--- src/core/fch_pkg.sv ---
package fch_pkg;

    // Register byte offsets on the AXI4-Lite bus.
    localparam logic [7:0]  FCH_OFF_CTRL        = 8'h00;
    localparam logic [7:0]  FCH_OFF_CHANGE_MASK = 8'h04;
    localparam logic [7:0]  FCH_OFF_SAVE_MASK   = 8'h08;
    localparam logic [7:0]  FCH_OFF_OPT_MASK    = 8'h0C;
    localparam logic [7:0]  FCH_OFF_ARB_STATE   = 8'h10;
    localparam logic [7:0]  FCH_OFF_LAST_CMD    = 8'h14;

    // Control register bit positions.
    localparam int          FCH_CTRL_FABRIC     = 0;
    localparam int          FCH_CTRL_RESV       = 1;
    localparam int          FCH_CTRL_RESERVATION_CAPABILITY_FIELD     = 2;
    localparam int          FCH_CTRL_W          = 3;

    // Reset values of the software registers.
    localparam logic [2:0]  FCH_CTRL_RST        = 3'h0;
    localparam logic [31:0] FCH_CHANGE_MASK_RST = 32'hFFFF_FFFF;
    localparam logic [31:0] FCH_SAVE_MASK_RST   = 32'h0000_0000;
    localparam logic [31:0] FCH_OPT_MASK_RST    = 32'h0000_0000;
    localparam logic [31:0] FCH_FEAT_RST        = 32'h0000_0000;

    // Feature slots: selectors 01h..11h use slot = selector, 80h..83h use 24..27.
    localparam int          FCH_NUM_SLOTS       = 32;
    localparam logic [31:0] FCH_MAND_SLOTS      = 32'h0000_0CB6;
    localparam logic [31:0] FCH_PCIE_SLOTS      = 32'h0000_0300;
    localparam logic [31:0] FCH_RESV_SLOTS      = 32'h0200_0000;
    localparam logic [31:0] FCH_RESERVATION_CAPABILITY_FIELD_SLOTS    = 32'h0C00_0000;
    localparam logic [31:0] FCH_PERSIST_SLOTS   = 32'h0901_0008;
    localparam logic [31:0] FCH_BUFFER_SLOTS    = 32'h0200_5008;
    localparam logic [4:0]  FCH_SLOT_ARB        = 5'h01;
    localparam logic [4:0]  FCH_SLOT_HMB        = 5'h0D;
    localparam logic [7:0]  FCH_SEL_LAST_BASE   = 8'h11;
    localparam logic [5:0]  FCH_SEL_CS_GROUP    = 6'h20;
    localparam logic [2:0]  FCH_SLOT_CS_HI      = 3'h6;

    // Command dword fields.
    localparam int          FCH_PERSIST_BIT     = 31;
    localparam logic [31:0] FCH_ARB_KEEP_MASK   = 32'hFFFF_FF07;
    localparam int          FCH_HCW_LSB         = 24;
    localparam int          FCH_MCW_LSB         = 16;
    localparam int          FCH_LCW_LSB         = 8;
    localparam logic [2:0]  FCH_BURST_UNLIMITED = 3'h7;

    // Completion status codes.
    localparam logic [7:0]  FCH_SC_SUCCESS      = 8'h00;
    localparam logic [7:0]  FCH_SC_INVALID      = 8'h02;
    localparam logic [7:0]  FCH_SC_NOT_SAVEABLE = 8'h0D;
    localparam logic [7:0]  FCH_SC_NOT_CHANGE   = 8'h0E;

    // AXI responses.
    localparam logic [1:0]  FCH_RESP_OKAY       = 2'h0;
    localparam logic [1:0]  FCH_RESP_SLVERR     = 2'h2;

endpackage

--- src/core/fch_feature_handler.sv ---
// Summary of operation
// - Controller reset returns every non-persistent feature value to its default.
// - Commands after a successful set use the new value immediately.
// - Commands already in flight may see old or new value.
// - Unchangeable feature, differing value: abort with not-changeable status.
// - Unchangeable feature, same value: complete successfully here.
// - Selectors 01,02,04,05,07,0A,0B mandatory; 03,06,0C-11 optional.
// - Selectors 80-83 defined for storage set; 84-BF reserved.
// - Vendor selectors C0-FF: this controller rejects them as invalid.
// - Non-saveable 03,10,80,83 survive controller reset; others lose value unless saved, and 0D is always cleared.
// - 03,0C,0E,81 use a memory buffer; 0D only when read.
// - Memory buffer feature cleared on power state change and reset.
// - 08 and 09 supported on PCIe transport, unsupported on fabric.
// - 81 mandatory with reservation support; 82,83 with nonzero capability.
// - Arbitration takes dword 11; read back in completion dword 0.
// - Bits 31:24 high class weight, count is value plus one.
// - Bits 23:16 medium class weight, count is value plus one.
// - Bits 15:8 low class weight, count is value plus one.
// - Bits 2:0 burst limit as power of two; 111b unlimited.
// - Save requested on a non-saveable feature: abort not-saveable.
//
// Our own choices: the register addresses and register access over AXI4-Lite.
`timescale 1ns/100ps
module fch_feature_handler
    import fch_pkg::*;
(
    input  wire logic        i_clk,
    input  wire logic        i_rst_n,
    input  wire logic        i_ctrl_reset,
    input  wire logic        i_power_state_change,
    input  wire logic        i_cmd_valid,
    output logic             o_cmd_ready,
    input  wire logic        i_cmd_set,
    input  wire logic [31:0] i_cmd_dw10,
    input  wire logic [31:0] i_cmd_dw11,
    output logic             o_cpl_valid,
    input  wire logic        i_cpl_ready,
    output logic [7:0]       o_cpl_status,
    output logic [31:0]      o_cpl_dw0,
    output logic             o_cpl_uses_buffer,
    output logic [8:0]       o_high_class_count,
    output logic [8:0]       o_medium_class_count,
    output logic [8:0]       o_low_class_count,
    output logic [7:0]       o_queue_burst_limit,
    output logic             o_burst_unlimited,
    input  wire logic [7:0]  i_axi_awaddr,
    input  wire logic        i_axi_awvalid,
    output logic             o_axi_awready,
    input  wire logic [31:0] i_axi_wdata,
    input  wire logic [3:0]  i_axi_wstrb,
    input  wire logic        i_axi_wvalid,
    output logic             o_axi_wready,
    output logic [1:0]       o_axi_bresp,
    output logic             o_axi_bvalid,
    input  wire logic        i_axi_bready,
    input  wire logic [7:0]  i_axi_araddr,
    input  wire logic        i_axi_arvalid,
    output logic             o_axi_arready,
    output logic [31:0]      o_axi_rdata,
    output logic [1:0]       o_axi_rresp,
    output logic             o_axi_rvalid,
    input  wire logic        i_axi_rready
);

    typedef enum logic {FCH_IDLE, FCH_RESP} fch_state_t;
    fch_state_t  state;
    logic [31:0] feat_val [FCH_NUM_SLOTS];
    logic [31:0] saved_slots;
    logic [2:0]  ctrl_reg;
    logic [31:0] change_mask;
    logic [31:0] save_mask;
    logic [31:0] opt_mask;
    logic [15:0] last_cmd;
    logic        aw_have;
    logic        w_have;
    logic [7:0]  awaddr_q;
    logic [31:0] wdata_q;
    logic [3:0]  wstrb_q;
    logic [7:0]  sel;
    logic        persist;
    logic        take;
    logic        slot_hit;
    logic [4:0]  slot;
    logic [31:0] supp_slots;
    logic        supported;
    logic [31:0] val_new;
    logic        differs;
    logic [7:0]  next_status;
    logic        wr_feat;
    logic [31:0] keep_slots;
    logic [31:0] next_arb;
    assign sel     = i_cmd_dw10[7:0];
    assign persist = i_cmd_dw10[FCH_PERSIST_BIT];
    assign take    = i_cmd_valid && o_cmd_ready;
    // Map a selector onto a storage slot; everything else is reserved or vendor.
    always_comb begin
        slot_hit = 1'b0;
        slot     = 5'h00;
        if (sel != 8'h00 && sel <= FCH_SEL_LAST_BASE) begin
            slot_hit = 1'b1;
            slot     = sel[4:0];
        end else if (sel[7:2] == FCH_SEL_CS_GROUP) begin
            slot_hit = 1'b1;
            slot     = {FCH_SLOT_CS_HI, sel[1:0]};
        end
    end
    always_comb begin
        supp_slots = FCH_MAND_SLOTS | opt_mask;
        if (!ctrl_reg[FCH_CTRL_FABRIC]) begin
            supp_slots = supp_slots | FCH_PCIE_SLOTS;
        end else begin
            supp_slots = supp_slots & ~FCH_PCIE_SLOTS;
        end
        if (ctrl_reg[FCH_CTRL_RESV]) begin
            supp_slots = supp_slots | FCH_RESV_SLOTS;
        end
        if (ctrl_reg[FCH_CTRL_RESERVATION_CAPABILITY_FIELD]) begin
            supp_slots = supp_slots | FCH_RESERVATION_CAPABILITY_FIELD_SLOTS;
        end
    end
    assign supported = slot_hit && supp_slots[slot];
    assign val_new   = (slot == FCH_SLOT_ARB) ? (i_cmd_dw11 & FCH_ARB_KEEP_MASK)
                                              : i_cmd_dw11;
    assign differs   = (val_new != feat_val[slot]);
    always_comb begin
        if (!supported) begin
            next_status = FCH_SC_INVALID;
        end else if (i_cmd_set && persist && !save_mask[slot]) begin
            next_status = FCH_SC_NOT_SAVEABLE;
        end else if (i_cmd_set && !change_mask[slot] && differs) begin
            next_status = FCH_SC_NOT_CHANGE;
        end else begin
            next_status = FCH_SC_SUCCESS;
        end
    end
    // A controller reset in the same cycle wins over a set.
    assign wr_feat    = take && i_cmd_set && (next_status == FCH_SC_SUCCESS) && !i_ctrl_reset;
    assign keep_slots = FCH_PERSIST_SLOTS | saved_slots;
    always_comb begin
        next_arb = feat_val[FCH_SLOT_ARB];
        if (i_ctrl_reset && !keep_slots[FCH_SLOT_ARB]) begin
            next_arb = FCH_FEAT_RST;
        end else if (wr_feat && slot == FCH_SLOT_ARB) begin
            next_arb = val_new;
        end
    end
    // Feature store: writes take effect at the completion edge.
    always_ff @(posedge i_clk or negedge i_rst_n) begin
        if (!i_rst_n) begin
            for (int i = 0; i < FCH_NUM_SLOTS; i++) begin
                feat_val[i] <= FCH_FEAT_RST;
            end
            saved_slots <= 32'h0000_0000;
        end else if (i_ctrl_reset) begin
            for (int i = 0; i < FCH_NUM_SLOTS; i++) begin
                if (!keep_slots[i] || i == int'(FCH_SLOT_HMB)) begin
                    feat_val[i] <= FCH_FEAT_RST;
                end
            end
        end else begin
            if (wr_feat) begin
                feat_val[slot] <= val_new;
                if (persist) begin
                    saved_slots[slot] <= 1'b1;
                end
            end
            if (i_power_state_change) begin
                feat_val[FCH_SLOT_HMB] <= FCH_FEAT_RST;
            end
        end
    end

    // Arbitration outputs follow the stored value at the same edge.
    always_ff @(posedge i_clk or negedge i_rst_n) begin
        if (!i_rst_n) begin
            o_high_class_count   <= 9'h001;
            o_medium_class_count <= 9'h001;
            o_low_class_count    <= 9'h001;
            o_queue_burst_limit  <= 8'h01;
            o_burst_unlimited    <= 1'b0;
        end else begin
            o_high_class_count   <= {1'b0, next_arb[FCH_HCW_LSB +: 8]} + 9'h001;
            o_medium_class_count <= {1'b0, next_arb[FCH_MCW_LSB +: 8]} + 9'h001;
            o_low_class_count    <= {1'b0, next_arb[FCH_LCW_LSB +: 8]} + 9'h001;
            o_queue_burst_limit  <= 8'h01 << next_arb[2:0];
            o_burst_unlimited    <= (next_arb[2:0] == FCH_BURST_UNLIMITED);
        end
    end

    // Command handshake and completion.
    always_ff @(posedge i_clk or negedge i_rst_n) begin
        if (!i_rst_n) begin
            state             <= FCH_IDLE;
            o_cmd_ready       <= 1'b1;
            o_cpl_valid       <= 1'b0;
            o_cpl_status      <= FCH_SC_SUCCESS;
            o_cpl_dw0         <= 32'h0000_0000;
            o_cpl_uses_buffer <= 1'b0;
            last_cmd          <= 16'h0000;
        end else begin
            case (state)
                FCH_IDLE: begin
                    if (take) begin
                        state        <= FCH_RESP;
                        o_cmd_ready  <= 1'b0;
                        o_cpl_valid  <= 1'b1;
                        o_cpl_status <= next_status;
                        o_cpl_dw0    <= (!i_cmd_set && supported) ? feat_val[slot] : 32'h0;
                        o_cpl_uses_buffer <= supported && (FCH_BUFFER_SLOTS[slot] ||
                            (!i_cmd_set && slot == FCH_SLOT_HMB));
                        last_cmd     <= {next_status, sel};
                    end
                end
                FCH_RESP: begin
                    if (i_cpl_ready) begin
                        state       <= FCH_IDLE;
                        o_cmd_ready <= 1'b1;
                        o_cpl_valid <= 1'b0;
                    end
                end
                default: begin
                    state       <= FCH_IDLE;
                    o_cmd_ready <= 1'b1;
                    o_cpl_valid <= 1'b0;
                end
            endcase
        end
    end

    // AXI4-Lite write channel: address and data taken in either order.
    always_ff @(posedge i_clk or negedge i_rst_n) begin
        if (!i_rst_n) begin
            aw_have       <= 1'b0;
            w_have        <= 1'b0;
            awaddr_q      <= 8'h00;
            wdata_q       <= 32'h0000_0000;
            wstrb_q       <= 4'h0;
            o_axi_awready <= 1'b1;
            o_axi_wready  <= 1'b1;
            o_axi_bvalid  <= 1'b0;
            o_axi_bresp   <= FCH_RESP_OKAY;
            ctrl_reg      <= FCH_CTRL_RST;
            change_mask   <= FCH_CHANGE_MASK_RST;
            save_mask     <= FCH_SAVE_MASK_RST;
            opt_mask      <= FCH_OPT_MASK_RST;
        end else begin
            if (i_axi_awvalid && o_axi_awready) begin
                aw_have       <= 1'b1;
                awaddr_q      <= i_axi_awaddr;
                o_axi_awready <= 1'b0;
            end
            if (i_axi_wvalid && o_axi_wready) begin
                w_have       <= 1'b1;
                wdata_q      <= i_axi_wdata;
                wstrb_q      <= i_axi_wstrb;
                o_axi_wready <= 1'b0;
            end
            if (aw_have && w_have && !o_axi_bvalid) begin
                o_axi_bvalid <= 1'b1;
                o_axi_bresp  <= FCH_RESP_OKAY;
                for (int b = 0; b < 4; b++) begin
                    if (wstrb_q[b]) begin
                        case ({awaddr_q[7:2], 2'b00})
                            FCH_OFF_CTRL: begin
                                if (b == 0) begin
                                    ctrl_reg <= wdata_q[FCH_CTRL_W-1:0];
                                end
                            end
                            FCH_OFF_CHANGE_MASK: change_mask[b*8 +: 8] <= wdata_q[b*8 +: 8];
                            FCH_OFF_SAVE_MASK:   save_mask[b*8 +: 8]   <= wdata_q[b*8 +: 8];
                            FCH_OFF_OPT_MASK:    opt_mask[b*8 +: 8]    <= wdata_q[b*8 +: 8];
                            default: ;
                        endcase
                    end
                end
                case ({awaddr_q[7:2], 2'b00})
                    FCH_OFF_CTRL, FCH_OFF_CHANGE_MASK, FCH_OFF_SAVE_MASK, FCH_OFF_OPT_MASK,
                    FCH_OFF_ARB_STATE, FCH_OFF_LAST_CMD: o_axi_bresp <= FCH_RESP_OKAY;
                    default: o_axi_bresp <= FCH_RESP_SLVERR;
                endcase
            end
            if (o_axi_bvalid && i_axi_bready) begin
                o_axi_bvalid  <= 1'b0;
                aw_have       <= 1'b0;
                w_have        <= 1'b0;
                o_axi_awready <= 1'b1;
                o_axi_wready  <= 1'b1;
            end
        end
    end

    // AXI4-Lite read channel.
    always_ff @(posedge i_clk or negedge i_rst_n) begin
        if (!i_rst_n) begin
            o_axi_arready <= 1'b1;
            o_axi_rvalid  <= 1'b0;
            o_axi_rdata   <= 32'h0000_0000;
            o_axi_rresp   <= FCH_RESP_OKAY;
        end else begin
            if (i_axi_arvalid && o_axi_arready) begin
                o_axi_arready <= 1'b0;
                o_axi_rvalid  <= 1'b1;
                o_axi_rresp   <= FCH_RESP_OKAY;
                case ({i_axi_araddr[7:2], 2'b00})
                    FCH_OFF_CTRL:        o_axi_rdata <= {29'h0, ctrl_reg};
                    FCH_OFF_CHANGE_MASK: o_axi_rdata <= change_mask;
                    FCH_OFF_SAVE_MASK:   o_axi_rdata <= save_mask;
                    FCH_OFF_OPT_MASK:    o_axi_rdata <= opt_mask;
                    FCH_OFF_ARB_STATE:   o_axi_rdata <= feat_val[FCH_SLOT_ARB];
                    FCH_OFF_LAST_CMD:    o_axi_rdata <= {16'h0, last_cmd};
                    default: begin
                        o_axi_rdata <= 32'h0000_0000;
                        o_axi_rresp <= FCH_RESP_SLVERR;
                    end
                endcase
            end else if (o_axi_rvalid && i_axi_rready) begin
                o_axi_rvalid  <= 1'b0;
                o_axi_arready <= 1'b1;
            end
        end
    end
endmodule

--- config.mk ---
export PLATFORM = sky130hd
export DESIGN_NAME = fch_feature_handler
export DESIGN_NICKNAME = d
export VERILOG_FILES = /design/src/core/fch_pkg.sv /design/src/core/fch_feature_handler.sv
export SDC_FILE = /design/constraint.sdc
export NUM_CORES = 2
export LEC_CHECK = 0
export ABC_CLOCK_PERIOD_IN_PS = 10000
export BUFFER_PORTS_ARGS = -buffer_cell sky130_fd_sc_hd__buf_2
export CAP_MARGIN = 20
export CORE_MARGIN = 4
export CORE_UTILIZATION = 60
export DETAILED_ROUTE_END_ITERATION = 6
export PLACE_DENSITY = 0.84
export SYNTH_ARGS = -nofsm -noshare
export SYNTH_HDL_FRONTEND = slang
export SYNTH_SLANG_ARGS = --single-unit
--- constraint.sdc ---
create_clock -name i_clk -period 10 [get_ports i_clk]
set_input_delay 1.5 -clock i_clk [delete_from_list [all_inputs] [get_ports i_clk]]
set_output_delay 1.5 -clock i_clk [all_outputs]
set_load 0.005 [all_outputs]
==> summary.md <==
| Metric | Value |
|---|---|
| Crit start category | `input port` |
| Metal3 WL | `24,600 um` |
| MaxCap Viol Count | `0` |
| CP Capture Type | `register` |
| Routed length per instance | `29.8 um` |
| PwrDens | `170 nW/um2` |
| Routability cong. | `0.966` |
| Resize count post-CTS | `0` |
| NumNets Final | `4,579` |
| Initial antenna violation count | `4` |
| Dpl cell area | `50,100 um2` |
| Metal-1 WL | `57,200 um` |
| Status | `finished, violations left` |
| Primary FF master, synth | `dfrtp_1` |
| Total GRT Usage | `38.5%` |
| Longest Clk Path Bufs | `3` |
| CP max stage cell | `nor4_1` |
| Post-DRT Antenna Nets | `0` |
| DRC viols | `14` |
| Overall power | `9.11 mW` |
| CTS tree | `yes` |
| Initial Utilization | `60.6%` |
| Drt total wl | `166,000 um` |
| Final core occ | `67.5%` |
| Chip Width | `291 um` |
| # IOs | `248` |
| Setup TNS | `0 ns` |
| Leak Pwr | `28.2 nW` |
| Met2 wire length | `70,900 um` |
| Number of distinct library cells after synthesis | `89` |
| Largest delay contributor family on the critical path | `simple AND/OR/NAND/NOR gates` |
| Synthesis Warnings | `0` |
| Worst skew pair latency | `0.69 ns` |
| Clock root buffer master | `clkbuf_16` |
| Most common cell after layout, fill and taps aside | `dfrtp_1` |
| H-tree Lvls | `3` |
| Layout cells sized above 1 | `21.0%` |
| Worst path arrival time | `8.65 ns` |
| Crit path largest cell delay | `0.98 ns` |
| Synth-to-Final Area Change | `11.4%` |
| CTS buffer count | `98` |
| Drt pass-1 iters | `7` |
| Clk slew on worst S/H paths | `0.06 ns` |
| Synth Register Bits | `985` |
| Critical path, cell by cell | `buf_2, or4_1, or4_1, buf_4, o22ai_1, nor4_1, nand4_1, xnor2_1, nand2_1, nor4_1, nand4_1, a2111o_2, nor2_1, a21o_1, ha_1, nand2_1, or3_1, mux2_2, xnor2_1` |
| CTS Sinks | `985` |
| EDFF count, synth | `0` |
| Final Max Tran Viols | `0` |
| Via count | `39,300` |
| Biggest register | `feat_val` |
| Crit path time final | `8.09 ns` |
| Global-route wire length before repair | `248,000 um` |
| Maximum vdd drop | `113 uV` |
| Clock skew | `0.0333 ns` |
| Cell count after synthesis | `4,358` |
| Slew headroom | `14.8%` |
| Hold Buf Count CTS | `0` |
| Most frequent cells in the layout | `dfrtp_1 (945), nand2_1 (685), mux2i_1 (634), mux2_2 (300), buf_2 (211)` |
| Worst slew pin tran | `1.28 ns` |
| Hold slack | `0.377 ns` |
| Sequential share of the synthesized area | `51.5%` |
| Mean post-synth cell area | `11.0 um2` |
| FP Rows | `103` |
| Final Hold Viols | `0` |
| Worst EP required | `10.55 ns` |
| Gr ovfl total | `0` |
| IO buf count | `214` |
| Vias/cell | `7.04` |
| CP Buf/Inv Count | `2` |
| Design Area, Final | `53,400 um2` |
| DRT iter0 DRCs | `5,523` |
| Max reg flops | `704` |
| Core area | `79,100 um2` |
| Vias in the first global route | `40,000` |
| Worst-path fanout max | `27` |
| Die area | `84,500 um2` |
| DP HPWL | `106,000 um` |
| Unrepaired setup endpoints after global routing | `no` |
| Mapped cell area | `47,900 um2` |
| Final setup fails | `0` |
| Max Clk Rate | `0.124 GHz` |
| Post-CTS setup buffers | `0` |
| Hold Path Class | `register to register` |
| Die H | `291 um` |
| Largest net degree at the start of global routing | `173` |
| Failing checks | `DRC` |
| Asr flop ratio synth | `100%` |
| Crit path kind | `input port to register` |
| Period utilization | `80.9%` |
| Highest Signal Layer | `met5` |
cell usage after synthesis (11+ instances only):
| cell type | number | share of area [%] |
|---|---|---|
| a211oi_1 | 11 | 0.17 |
| a21oi_1 | 120 | 1.3 |
| a221o_1 | 11 | 0.23 |
| a22o_1 | 46 | 0.84 |
| a22oi_1 | 48 | 0.75 |
| a2bb2oi_1 | 39 | 0.71 |
| and2_1 | 44 | 0.57 |
| and3_1 | 11 | 0.14 |
| and4_1 | 11 | 0.20 |
| buf_1 | 29 | 0.23 |
| buf_2 | 84 | 0.88 |
| buf_4 | 22 | 0.34 |
| clkbuf_1 | 232 | 1.8 |
| clkinv_1 | 13 | 0.10 |
| dfrtp_1 | 945 | 49 |
| dfstp_2 | 40 | 2.2 |
| inv_1 | 30 | 0.23 |
| mux2_2 | 300 | 7.0 |
| mux2i_1 | 634 | 13 |
| mux4_2 | 34 | 1.6 |
| nand2_1 | 689 | 5.4 |
| nand2b_1 | 36 | 0.47 |
| nand3_1 | 61 | 0.64 |
| nand4_1 | 28 | 0.37 |
| nor2_1 | 194 | 1.5 |
| nor2b_1 | 13 | 0.17 |
| nor3_1 | 45 | 0.47 |
| nor3b_1 | 11 | 0.17 |
| nor4_1 | 20 | 0.26 |
| o211ai_1 | 14 | 0.22 |
| o21ai_0 | 92 | 0.96 |
| o21bai_1 | 11 | 0.17 |
| o221ai_1 | 31 | 0.57 |
| o22a_1 | 18 | 0.33 |
| o22ai_1 | 114 | 1.5 |
| o31ai_1 | 29 | 0.45 |
| o41ai_1 | 30 | 0.55 |
| or3_1 | 25 | 0.33 |
| xnor2_1 | 41 | 0.75 |
per-layer routing:
metal	up-vias	track usage, %
li1	15800	-
met1	19300	47.5
met2	3232	56.7
met3	951	14.6
met4	12	25.2
met5	-	0
through the flow:
step	setup WS [ns]	instances
after detailed placement	1.70	5394
after CTS	2.36	5573
after global routing	1.87	5578
final	1.91	5579
after floorplan	3.28	4363
after global placement	1.76	5394
final timing paths:
check | start | endpoint | slack (ns) | cells after the start
hold reg to reg | saved_slots[0] | saved_slots[0] | 0.38 | 0
hold / removal | saved_slots[0] | saved_slots[0] | 0.38 | 0
setup reg to reg | feat_val[984] | o_high_class_count[6] | 4.07 | 16
setup / recovery | i_cmd_dw10[5] | o_high_class_count[6] | 1.91 | 19
min in group asynchronous | i_rst_n | o_queue_burst_limit[4] | 0.93 | 1
max in group asynchronous | i_rst_n | o_high_class_count[6] | 6.77 | 3
power by group:
group          internal, mW  total, mW  switching, mW  leakage [nW]
Clock                  2.16       3.79           1.63          1.61
Sequential             4.23       4.45          0.215          13.5
Combinational         0.321      0.873          0.551          13.1
kinds of logic (layout without fill, tap and decap cells):
kind of cell	Yosys count	count (layout)	synth area share [%]
AO/OA/AOI/OAI	690	690	10.1
XOR/XNOR	49	49	0.895
adder cells (fa/ha/maj)	2	2	0.0522
buffers and inverters	416	581	3.71
flip-flops	985	985	51.5
multiplexers	970	970	21.9
other	1	7	0.00782
AND/OR/NAND/NOR	1245	1245	11.8
area by class of cell:
cell class                 count  area [um2]
timing repair buffer         358        2330
inverter                      44         165
sequential                   985       24700
antenna                        1        2.50
multi-input combinational   2962       21600
tap                         1050        1310
fill                        5609       25700
clock inverter                38         399
clock buffer                 141        2880
Note: power is estimated with default switching activity, not from simulation.
